**src/common/flash_wake_consts.svh**
```systemverilog
// Constants of the serial flash wake and legacy signature logic.
// Assumes inclusion by bare name from the package and the design files.
`ifndef FLASH_WAKE_CONSTS_SVH
`define FLASH_WAKE_CONSTS_SVH

// Clock period of mclk_in
`define CLK_PERIOD_NS       50
// Write-unlock delay after power-on, least figure
`define PUW_MIN_NS          1000000
// Wake delays out of deep sleep, longest figures
`define RES1_MAX_NS         3000
`define RES2_MAX_NS         30000

// Opcodes seen by this block
`define OP_WRITE_ENABLE     8'h06
`define OP_PAGE_PROGRAM     8'h02
`define OP_BLOCK_WIPE       8'hd8
`define OP_WHOLE_WIPE       8'hc7
`define OP_STATUS_WRITE     8'h01
`define OP_DEEP_SLEEP       8'hb9
`define OP_RELEASE_SIG      8'hab

// Frame layout in serial clock rising edges
`define OPCODE_BITS         6'd8
`define SIG_START_BITS      6'd32
`define SIG_END_BITS        6'd40

// Status byte as delivered and after power-on
`define STATUS_RESET        8'h00
// Status bit positions
`define STS_WIP             0
`define STS_WEL             1
// Legacy signature default, arbitrary value
`define SIG_DEFAULT         8'h5a

`endif

```
**src/common/flash_wake_pkg.sv**
```systemverilog
// Types shared by the serial flash wake and signature logic.
// Assumes the constants header sits beside it.
`include "flash_wake_consts.svh"

package flash_wake_pkg;

    // Power state, one-hot
    typedef enum logic [2:0] {
        ST_STANDBY = 3'b001,
        ST_SLEEP   = 3'b010,
        ST_WAKE    = 3'b100
    } power_state_e;

    typedef logic [7:0] opcode_t;

endpackage : flash_wake_pkg

```
**src/hdl/pin_sync.sv**
```systemverilog
// Two-flop synchroniser for a group of pins.
// Assumes the pins are asynchronous to clk_in.
`timescale 1ns/1ps

module pin_sync #(
    parameter int WIDTH = 1
) (
    input  wire logic             clk_in,
    input  wire logic             rst_in,
    input  wire logic [WIDTH-1:0] async_in,
    input  wire logic [WIDTH-1:0] reset_val_in,
    output logic      [WIDTH-1:0] sync_out
);

    logic [WIDTH-1:0] meta_r;
    logic [WIDTH-1:0] hold_r;
    logic [1:0]       primed_r;

    // ========================================================
    // Two stages; output shows the reset value until primed
    always_ff @(posedge clk_in or posedge rst_in) begin
        if (rst_in) begin
            meta_r   <= '0;
            hold_r   <= '0;
            primed_r <= 2'b00;
        end else begin
            meta_r   <= async_in;
            hold_r   <= meta_r;
            primed_r <= {primed_r[0], 1'b1};
        end
    end

    // Both stages must hold pin values before the output follows them
    assign sync_out = primed_r[1] ? hold_r : reset_val_in;

endmodule : pin_sync

```
**src/hdl/flash_wake_core.sv**
```systemverilog
// Power-state and legacy signature logic of a serial flash.
// Assumes an SPI master on the pins and a program/erase engine
// beside it that reports its running cycle on cycle_busy_in.
`timescale 1ns/1ps
`include "flash_wake_consts.svh"

// How it works
// Only the release opcode takes the part out of deep sleep.
// Host sends nothing but the release opcode while asleep.
// Release opcode returns the 8-bit signature when no write cycle runs.
// Release opcode during a write cycle is ignored, cycle untouched.
// Opcode then 3 dummy bytes, each bit sampled on rising clock.
// Signature shifted out, each bit changing on falling clock.
// Signature byte repeats while selected and clocked.
// Host deselects after reading the signature at least once.
// Deselect after signature: standby now, or after full wake delay.
// Early deselect after opcode: standby now, or after early wake delay.
// Host keeps part deselected through power-up wait and power-down.
// Below write-inhibit supply the logic is held in reset.
// Write-class opcodes ignored until the write-unlock delay elapses.
// Host waits both delays before writes, select wait before reads.
// Power-up in standby with write latch and in-progress flags clear.
// Falling supply disables all operations and answers.
// Status reads 00h as delivered.
// Host should identify the part by the standard identification.
// Deep sleep ignores every write, program and erase opcode.
// In-progress flag is 1 during a self-timed cycle, 0 after.
// Internal sleep flag set on entry, cleared when wake delay ends.
module flash_wake_core
    import flash_wake_pkg::*;
#(
    parameter int          PUW_CYCLES = (`PUW_MIN_NS + `CLK_PERIOD_NS - 1) / `CLK_PERIOD_NS,
    parameter logic [7:0]  SIGNATURE  = `SIG_DEFAULT
) (
    input  wire logic               mclk_in,
    input  wire logic               rst_in,
    input  wire logic               spi_cs_n_in,
    input  wire logic               spi_sck_in,
    input  wire logic               spi_mosi_in,
    input  wire logic               cycle_busy_in,
    output logic                    spi_miso_out,
    output logic                    spi_miso_oe_out,
    output logic                    deep_sleep_out,
    output logic                    standby_out,
    output logic                    write_unlocked_out,
    output logic                    write_latch_flag_out,
    output logic                    write_in_progress_flag_out,
    output logic [7:0]              status_out,
    output logic                    write_cmd_out,
    output flash_wake_pkg::opcode_t write_cmd_op_out
);

    import flash_wake_pkg::*;

    // ========================================================
    // Timing counts
    localparam int RES1_RAW    = `RES1_MAX_NS / `CLK_PERIOD_NS;
    localparam int RES2_RAW    = `RES2_MAX_NS / `CLK_PERIOD_NS;
    localparam int RES1_CYCLES = (RES1_RAW < 1) ? 1 : RES1_RAW;
    localparam int RES2_CYCLES = (RES2_RAW < 1) ? 1 : RES2_RAW;
    localparam int PUW_LIMIT   = (PUW_CYCLES < 1) ? 1 : PUW_CYCLES;

    localparam logic [23:0] PUW_LAST  = 24'(PUW_LIMIT - 1);
    localparam logic [15:0] RES1_LAST = 16'(RES1_CYCLES - 1);
    localparam logic [15:0] RES2_LAST = 16'(RES2_CYCLES - 1);

    // ========================================================
    // Opcode classes
    function automatic logic is_write_class(input opcode_t op);
        is_write_class = (op == `OP_WRITE_ENABLE) || (op == `OP_PAGE_PROGRAM) ||
                         (op == `OP_BLOCK_WIPE)   || (op == `OP_WHOLE_WIPE)   ||
                         (op == `OP_STATUS_WRITE);
    endfunction : is_write_class

    // ========================================================
    // Pin synchronisers
    logic [2:0] pins_sync;
    logic       cs_n_s;
    logic       sck_s;
    logic       mosi_s;

    pin_sync #(
        .WIDTH (3)
    ) u_pin_sync (
        .clk_in       (mclk_in),
        .rst_in       (rst_in),
        .async_in     ({spi_cs_n_in, spi_sck_in, spi_mosi_in}),
        .reset_val_in (3'b100),
        .sync_out     (pins_sync)
    );

    assign cs_n_s = pins_sync[2];
    assign sck_s  = pins_sync[1];
    assign mosi_s = pins_sync[0];

    // ========================================================
    // Edge detection on synchronised pins
    logic sck_d_r;
    logic cs_n_d_r;

    always_ff @(posedge mclk_in or posedge rst_in) begin
        if (rst_in) begin
            sck_d_r  <= 1'b0;
            cs_n_d_r <= 1'b1;
        end else begin
            sck_d_r  <= sck_s;
            cs_n_d_r <= cs_n_s;
        end
    end

    wire selected  = !cs_n_s;
    wire sck_rise  = selected && sck_s && !sck_d_r;
    wire sck_fall  = selected && !sck_s && sck_d_r;
    wire deselect  = cs_n_s && !cs_n_d_r;

    // ========================================================
    // Power state and frame registers
    power_state_e state_r;
    power_state_e state_nxt;
    logic [5:0]   bit_cnt_r;
    logic [5:0]   bit_cnt_nxt;
    opcode_t      shift_r;
    logic         res_active_r;
    logic         sig_done_r;
    logic         sleep_pend_r;
    logic [2:0]   out_idx_r;
    logic [15:0]  wake_cnt_r;
    logic [15:0]  wake_last_r;
    logic [23:0]  puw_cnt_r;
    logic         unlocked_r;
    logic         wel_r;
    logic         busy_d_r;
    logic         miso_r;
    logic         miso_oe_r;
    logic         wcmd_r;
    opcode_t      wcmd_op_r;

    // ========================================================
    // Opcode decode at the eighth rising edge
    wire     opcode_done = sck_rise && (bit_cnt_r == `OPCODE_BITS - 6'd1);
    opcode_t op_nxt;
    assign   op_nxt      = {shift_r[6:0], mosi_s};

    wire awake      = (state_r == ST_STANDBY);
    wire is_release = opcode_done && (op_nxt == `OP_RELEASE_SIG) &&
                      !cycle_busy_in;
    wire is_sleep   = opcode_done && awake && (op_nxt == `OP_DEEP_SLEEP) &&
                      !cycle_busy_in;
    // Write-class opcodes need unlock, standby and an idle engine
    wire wr_allowed = opcode_done && awake && unlocked_r &&
                      is_write_class(op_nxt) && !cycle_busy_in &&
                      ((op_nxt == `OP_WRITE_ENABLE) || wel_r);
    wire sig_phase  = res_active_r && (bit_cnt_r >= `SIG_START_BITS);
    wire busy_fall  = busy_d_r && !cycle_busy_in;

    assign bit_cnt_nxt = (bit_cnt_r == `SIG_END_BITS) ? bit_cnt_r : bit_cnt_r + 6'd1;

    // ========================================================
    // Serial frame: count, shift and release tracking
    always_ff @(posedge mclk_in or posedge rst_in) begin
        if (rst_in) begin
            bit_cnt_r    <= 6'd0;
            shift_r      <= '0;
            res_active_r <= 1'b0;
            sig_done_r   <= 1'b0;
            sleep_pend_r <= 1'b0;
        end else if (!selected) begin
            bit_cnt_r    <= 6'd0;
            res_active_r <= 1'b0;
            sig_done_r   <= 1'b0;
            sleep_pend_r <= 1'b0;
        end else if (sck_rise) begin
            shift_r   <= op_nxt;
            bit_cnt_r <= bit_cnt_nxt;
            if (is_release && state_r != ST_WAKE) begin
                res_active_r <= 1'b1;
            end
            if (is_sleep) begin
                sleep_pend_r <= 1'b1;
            end else if (bit_cnt_r >= `OPCODE_BITS - 6'd1) begin
                sleep_pend_r <= 1'b0;
            end
            if (res_active_r && bit_cnt_nxt == `SIG_END_BITS) begin
                sig_done_r <= 1'b1;
            end
        end
    end

    // ========================================================
    // Signature output, changing on falling clock
    always_ff @(posedge mclk_in or posedge rst_in) begin
        if (rst_in) begin
            miso_r    <= 1'b0;
            miso_oe_r <= 1'b0;
            out_idx_r <= 3'd0;
        end else if (!selected) begin
            miso_oe_r <= 1'b0;
            out_idx_r <= 3'd0;
        end else if (sck_fall && sig_phase) begin
            miso_r    <= SIGNATURE[3'd7 - out_idx_r];
            miso_oe_r <= 1'b1;
            out_idx_r <= out_idx_r + 3'd1;
        end
    end

    // ========================================================
    // Power state machine
    always_comb begin
        state_nxt = state_r;
        case (state_r)
            ST_STANDBY: begin
                if (deselect && sleep_pend_r) begin
                    state_nxt = ST_SLEEP;
                end
            end
            ST_SLEEP: begin
                // Nothing but a release frame wakes the part
                if (deselect && res_active_r) begin
                    state_nxt = ST_WAKE;
                end
            end
            ST_WAKE: begin
                if (wake_cnt_r == wake_last_r) begin
                    state_nxt = ST_STANDBY;
                end
            end
            default: begin
                state_nxt = ST_STANDBY;
            end
        endcase
    end

    always_ff @(posedge mclk_in or posedge rst_in) begin
        if (rst_in) begin
            state_r     <= ST_STANDBY;
            wake_cnt_r  <= 16'd0;
            wake_last_r <= 16'd0;
        end else begin
            state_r <= state_nxt;
            if (state_r == ST_SLEEP && state_nxt == ST_WAKE) begin
                wake_cnt_r  <= 16'd0;
                wake_last_r <= sig_done_r ? RES2_LAST : RES1_LAST; // see R9
            end else if (state_r == ST_WAKE) begin
                wake_cnt_r <= wake_cnt_r + 16'd1;
            end
        end
    end

    // ========================================================
    // Write-unlock delay after power-on reset release
    always_ff @(posedge mclk_in or posedge rst_in) begin
        if (rst_in) begin
            puw_cnt_r  <= 24'd0;                                   // see R12
            unlocked_r <= 1'b0;
        end else if (!unlocked_r) begin
            puw_cnt_r <= puw_cnt_r + 24'd1;
            if (puw_cnt_r == PUW_LAST) begin
                unlocked_r <= 1'b1;
            end
        end
    end

    // ========================================================
    // Write latch, in-progress flag and write command hand-off
    always_ff @(posedge mclk_in or posedge rst_in) begin
        if (rst_in) begin
            wel_r     <= 1'b0;
            busy_d_r  <= 1'b0;
            wcmd_r    <= 1'b0;
            wcmd_op_r <= '0;
        end else begin
            busy_d_r <= cycle_busy_in;
            wcmd_r   <= wr_allowed;
            if (wr_allowed) begin
                wcmd_op_r <= op_nxt;
            end
            if (wr_allowed && op_nxt == `OP_WRITE_ENABLE) begin
                wel_r <= 1'b1;
            end else if (busy_fall) begin
                wel_r <= 1'b0;
            end
        end
    end

    // ========================================================
    // Outputs
    assign spi_miso_out               = miso_r;
    assign spi_miso_oe_out            = miso_oe_r;
    assign deep_sleep_out             = (state_r != ST_STANDBY);
    assign standby_out                = (state_r == ST_STANDBY);
    assign write_unlocked_out         = unlocked_r;
    assign write_latch_flag_out       = wel_r;
    assign write_in_progress_flag_out = busy_d_r;
    assign write_cmd_out              = wcmd_r;
    assign write_cmd_op_out           = wcmd_op_r;

    // Status byte reads 00h from power-on until a flag sets
    always_comb begin
        status_out           = `STATUS_RESET;
        status_out[`STS_WIP] = busy_d_r;
        status_out[`STS_WEL] = wel_r;
    end

endmodule : flash_wake_core

```
**config.mk**
```make
export PLATFORM = sky130hd
export DESIGN_NAME = flash_wake_core
export DESIGN_NICKNAME = d
export VERILOG_FILES = /design/src/common/flash_wake_pkg.sv /design/src/hdl/pin_sync.sv /design/src/hdl/flash_wake_core.sv
export VERILOG_INCLUDE_DIRS = /design/src /design/src/common
export SDC_FILE = /design/constraint.sdc
export NUM_CORES = 1
export LEC_CHECK = 0
export BUFFER_PORTS_ARGS = -buffer_cell sky130_fd_sc_hd__buf_2
export CAP_MARGIN = 20
export CORE_MARGIN = 10
export CORE_UTILIZATION = 29
export DETAILED_ROUTE_END_ITERATION = 16
export PLACE_DENSITY = 0.48
export SLEW_MARGIN = 20
export SYNTH_ARGS = -nofsm -noshare
export SYNTH_HDL_FRONTEND = slang
export SYNTH_HIERARCHICAL = 1
export SYNTH_SLANG_ARGS = --single-unit
```
**constraint.sdc**
```tcl
create_clock -name mclk_in -period 6.79 [get_ports mclk_in]
set_input_delay 1.6975 -clock mclk_in [delete_from_list [all_inputs] [get_ports mclk_in]]
set_output_delay 1.6975 -clock mclk_in [all_outputs]
set_load 0.02 [all_outputs]
```
==> results.md <==
Worst setup path:
- The family with the most delay on the worst path is flip-flops.
- The worst path buffer plus inverter count is 2.
- The worst setup path is of the flop to output pin kind.
- The type of element launching the critical path is a flop.
- The capturing element type of the critical path is an output pin.
- The required time of the critical path is 5.09 ns.
- The largest stage delay on the critical path is 0.55 ns.
- In this run the worst path has a maximum fanout of 4.
- The cell with the largest stage delay on the worst path is sky130_fd_sc_hd__dfstp_2.
- The worst endpoint data arrival time is 1.70 ns.
- The setup check on the worst reg-to-reg path leaves a slack of 4.03 ns.
- Traced cell by cell, the critical path runs through nor3b_1 -> inv_1 -> buf_2.

Clocking:
- The number of buffers on the longest clock path is 2.
- The clock-pin slew on the worst setup and hold paths is 0.06 ns.
- The clock latency on the worst-skew pair is 0.34 ns.
- In this run, CTS created clock tree buffers numbering 9.
- The clock tree from TritonCTS is built.
- The clock sink count is 89.
- The tree is rooted in a sky130_fd_sc_hd__clkbuf_16.
- Post-CTS repair changed the size of 0 cells.
- The number of post-CTS setup repair buffers is 0.
- The H-tree generated during clock tree synthesis spans 3 levels.
- Hold repair after CTS inserted 0 buffers.

Layout:
- The area added between synthesis and finish is 14.7%.
- The final layout net count is 419.
- The post-route netlist has 19.1% of its cells at a drive strength greater than 1.
- 0 antenna diodes ended up in the layout.
- The number of standard cells in the final layout excluding fillers is 593.

Floorplanning:
- The number of core rows is 43.
- The initial cell density of the core is 29.9%.
- The core box area is 0.0140 mm2.
- The area of the die is 0.0196 mm2.
- The floorplan step set the die width to 140 um.
- 30 I/O pins were placed.
- From bottom edge to top edge, the die measures 140 um.

Timing:
- The final hold violation count is 0.
- Setup repair after global routing left no endpoint under its margin.
- Clock skew on the completed layout was measured at 0.00674 ns.
- Headroom to the max-slew limit came out at 51.5%.
- The number of pins with negative max-slew slack in the final report is 0.
- The worst path in the final design needs a cycle of 3.40 ns, including I/O delays and setup.
- Setup violations remaining at the end of the flow were counted as 0.
- The highest achievable clock rate is 0.294 GHz.
- Hold timing on the final database bottoms out at a slack of 0.346 ns.
- At the pin with the least slew margin, the transition time is 0.727 ns.
- Of the available clock period, the critical path in the final layout requires 50.1%.
- The worst-case setup margin in the final layout is 3.39 ns.
- For the final routed database, the setup TNS stands at 0 ns.

Place:
- The number of buffers added on ports is 23.
- The post-placement cell count is 577.
- OpenSTA, run right after detailed placement, puts the worst setup slack at 3.62 ns.
- The wire-length estimate of the detail-placed layout is 5290 um.
- The final weighted congestion in routability-driven placement is 0.722.

Drt:
- The total met2 wirelength after detailed routing is 3390 um.
- The met3 layer wire length in the routed design is 308 um.
- After detailed routing, the average wire length per cell comes to 13.1 um.
- The detailed-routing iteration count for the pre-antenna-repair pass is 4.
- The average vias per placed instance is 4.69.
- In this run the remaining antenna-violating nets after routing total 0.
- The uppermost layer routed is met4.
- The sum of routed wire segments on met1 is 3860 um.
- The number of DRC markers after the initial detailed-route iteration is 76.
- The routed wire length is 7760 um.
- The residual DRC count is 0.
- The count of vias placed by the detailed router is 2782.

Worst hold path:
- The tightest min-delay check is of the flop to flop type.

Global route:
- The number of antenna violations at the first check in global routing was 0.
- The first global-routing pass estimated 13300 um of wire.
- The via count of the first global-routing pass was 2741.
- Global routing used 8.11% of the available tracks across all layers.
- Global routing finished with a remaining overflow of 0.
- Entering global routing, the biggest net connects 82 pins.

Synth:
- The sequential share of the synthesized area is 53.3%.
- In this run the biggest area consumer among cell types represents 52.0% of the synthesized area.
- The area of the mapped netlist is 0.00418 mm2.
- The cell taking the most area after synthesis is sky130_fd_sc_hd__dfrtp_1.
- Among all flip-flop cells after synthesis, the most frequent one is sky130_fd_sc_hd__dfrtp_1.
- The synthesized netlist contains 55 unique library cells.
- The fraction of synthesis flops using an asynchronous set or reset pin is 100%.
- The synthesized flop and latch total is 89.
- Yosys printed 6 warnings.
- The synthesized area divided by synthesized cell count is 11.0 um2.
- Yosys attributes the largest share of cell area to sky130_fd_sc_hd__dfrtp_1, sky130_fd_sc_hd__xnor2_1, sky130_fd_sc_hd__mux2_2.
- The count of flip-flops with a built-in enable after synthesis is 0.
- The number of standard cells after synthesis is 381.

Power and ir drop:
- The internal power contribution is 0.000912 W.
- Combinational logic burns 7.4% of the power.
- The completed layout was analyzed and its total power is 0.00119 W.
- In this run switching power makes up 23.6% of total power.
- For this design the total switching power over the nets is 0.000282 W.
- The part of the total power dissipated in sequential elements is 49.3%.
- The worst IR drop on VDD is 0.116 mV.
- The power per unit of standard cell area is 249 mW/mm2.
- The clock network is responsible for 43.3% of the overall power.
- Summed over all cells, the static leakage comes to 2.04 nW.

Status:
- The run finished with clean final reports.

Flow run:
- The tool flagged a number of max-cap violations equal to 0.
==> placed cells by master (no fill, tap or decap), types with 11 or more instances in the layout <==
| master | count |
|---|---|
| sky130_fd_sc_hd__dfrtp_1 | 87 |
| sky130_fd_sc_hd__nor2_1 | 36 |
| sky130_fd_sc_hd__nand2_1 | 31 |
| sky130_fd_sc_hd__xnor2_1 | 31 |
| sky130_fd_sc_hd__buf_2 | 23 |
| sky130_fd_sc_hd__nand3_1 | 15 |
| sky130_fd_sc_hd__mux2_2 | 13 |
| sky130_fd_sc_hd__xor2_1 | 13 |
| sky130_fd_sc_hd__inv_1 | 11 |
==> stage by stage <==
stage               cell area (um2)  util, %
floorplan                      4210        -
global route                   4800     34.3
CTS                            4800     34.3
finish                         4800     34.3
global placement               4480     32.0
detailed placement             4480     32.0
==> state kept, by name, summed over array words and instances (netlist names) <==
register	count
write_in_progress_flag_out	1
u_pin_sync/primed_r	2
bit_cnt_r	6
u_pin_sync/meta_r	3
sck_d_r	1
write_cmd_op_out	8
spi_miso_out	1
res_active_r	1
spi_miso_oe_out	1
out_idx_r	3
wake_last_r	3
cs_n_d_r	1
write_cmd_out	1
u_pin_sync/hold_r	3
sig_done_r	1
write_latch_flag_out	1
puw_cnt_r	24
write_unlocked_out	1
sleep_pend_r	1
wake_cnt_r	16
shift_r	7
state_r	3
==> power groups by stage <==
stage	Combinational (W)	Sequential (W)	Clock (W)
2_1_floorplan	0.0000786	0.000587	0
3_3_place_gp	0.0000896	0.000598	0
3_5_place_dp	0.0000905	0.000598	0
4_1_cts	0.0000910	0.000588	0.000537
5_1_grt	0.0000998	0.000593	0.000562
6_report	0.0000890	0.000588	0.000517
==> worst register-to-register path, cell delays in order, from the launching register on <==
cell                      delay [ns]
sky130_fd_sc_hd__dfrtp_1        0.39
sky130_fd_sc_hd__mux2_2         0.48
sky130_fd_sc_hd__nor3b_4        0.52
sky130_fd_sc_hd__and4b_1        0.30
sky130_fd_sc_hd__nand3_1        0.17
sky130_fd_sc_hd__nor3_4         0.43
sky130_fd_sc_hd__mux2_4         0.35
==> synthesized netlist by cell type, drive strengths merged (7+ instances only) <==
cell    number
nand3       15
nor3        12
nor2        38
nand2       31
nand2b       8
inv         12
xnor2       31
buf          9
nor4         8
clkbuf       7
dfrtp       87
xor2        13
mux2        18
a21oi       10
nand4       10
==> kinds of logic after synthesis <==
group | Yosys count | share of synthesized area [%]
other | 3 | 0.269
AND/OR/NAND/NOR | 162 | 21.7
flip-flops | 89 | 53.3
multiplexers | 20 | 5.77
XOR/XNOR | 44 | 9.21
AO/OA/AOI/OAI | 30 | 4.94
adder cells (fa/ha/maj) | 5 | 1.50
buffers and inverters | 28 | 3.26
==> final timing paths <==
path | start | endpoint | cells after the start
max in group asynchronous | rst_in | bit_cnt_r[5] | 3
min reg2reg | u_pin_sync/primed_r[0] | u_pin_sync/primed_r[1] | 0
min in group asynchronous | rst_in | u_pin_sync/meta_r[1] | 2
min | u_pin_sync/primed_r[0] | u_pin_sync/primed_r[1] | 0
max | state_r[0] | deep_sleep_out | 3
max reg2reg | u_pin_sync/primed_r[1] | write_cmd_op_out[3] | 6
==> cell type report <==
type | instances | area, um2
Multi-Input combinational cell | 271 | 1850
Tap cell | 180 | 225
Fill cell | 1451 | 9190
Clock buffer | 12 | 267
Inverter | 12 | 46.3
Sequential cell | 89 | 2230
Clock inverter | 4 | 50.0
Timing Repair Buffer | 25 | 134
==> per-layer routing <==
layer,track usage (%),vias up
met2,12.2,41
met4,4.51,0
li1,-,1360
met5,0,-
met1,10.2,1366
met3,2.30,15
Power figures use the tool's default switching activity.
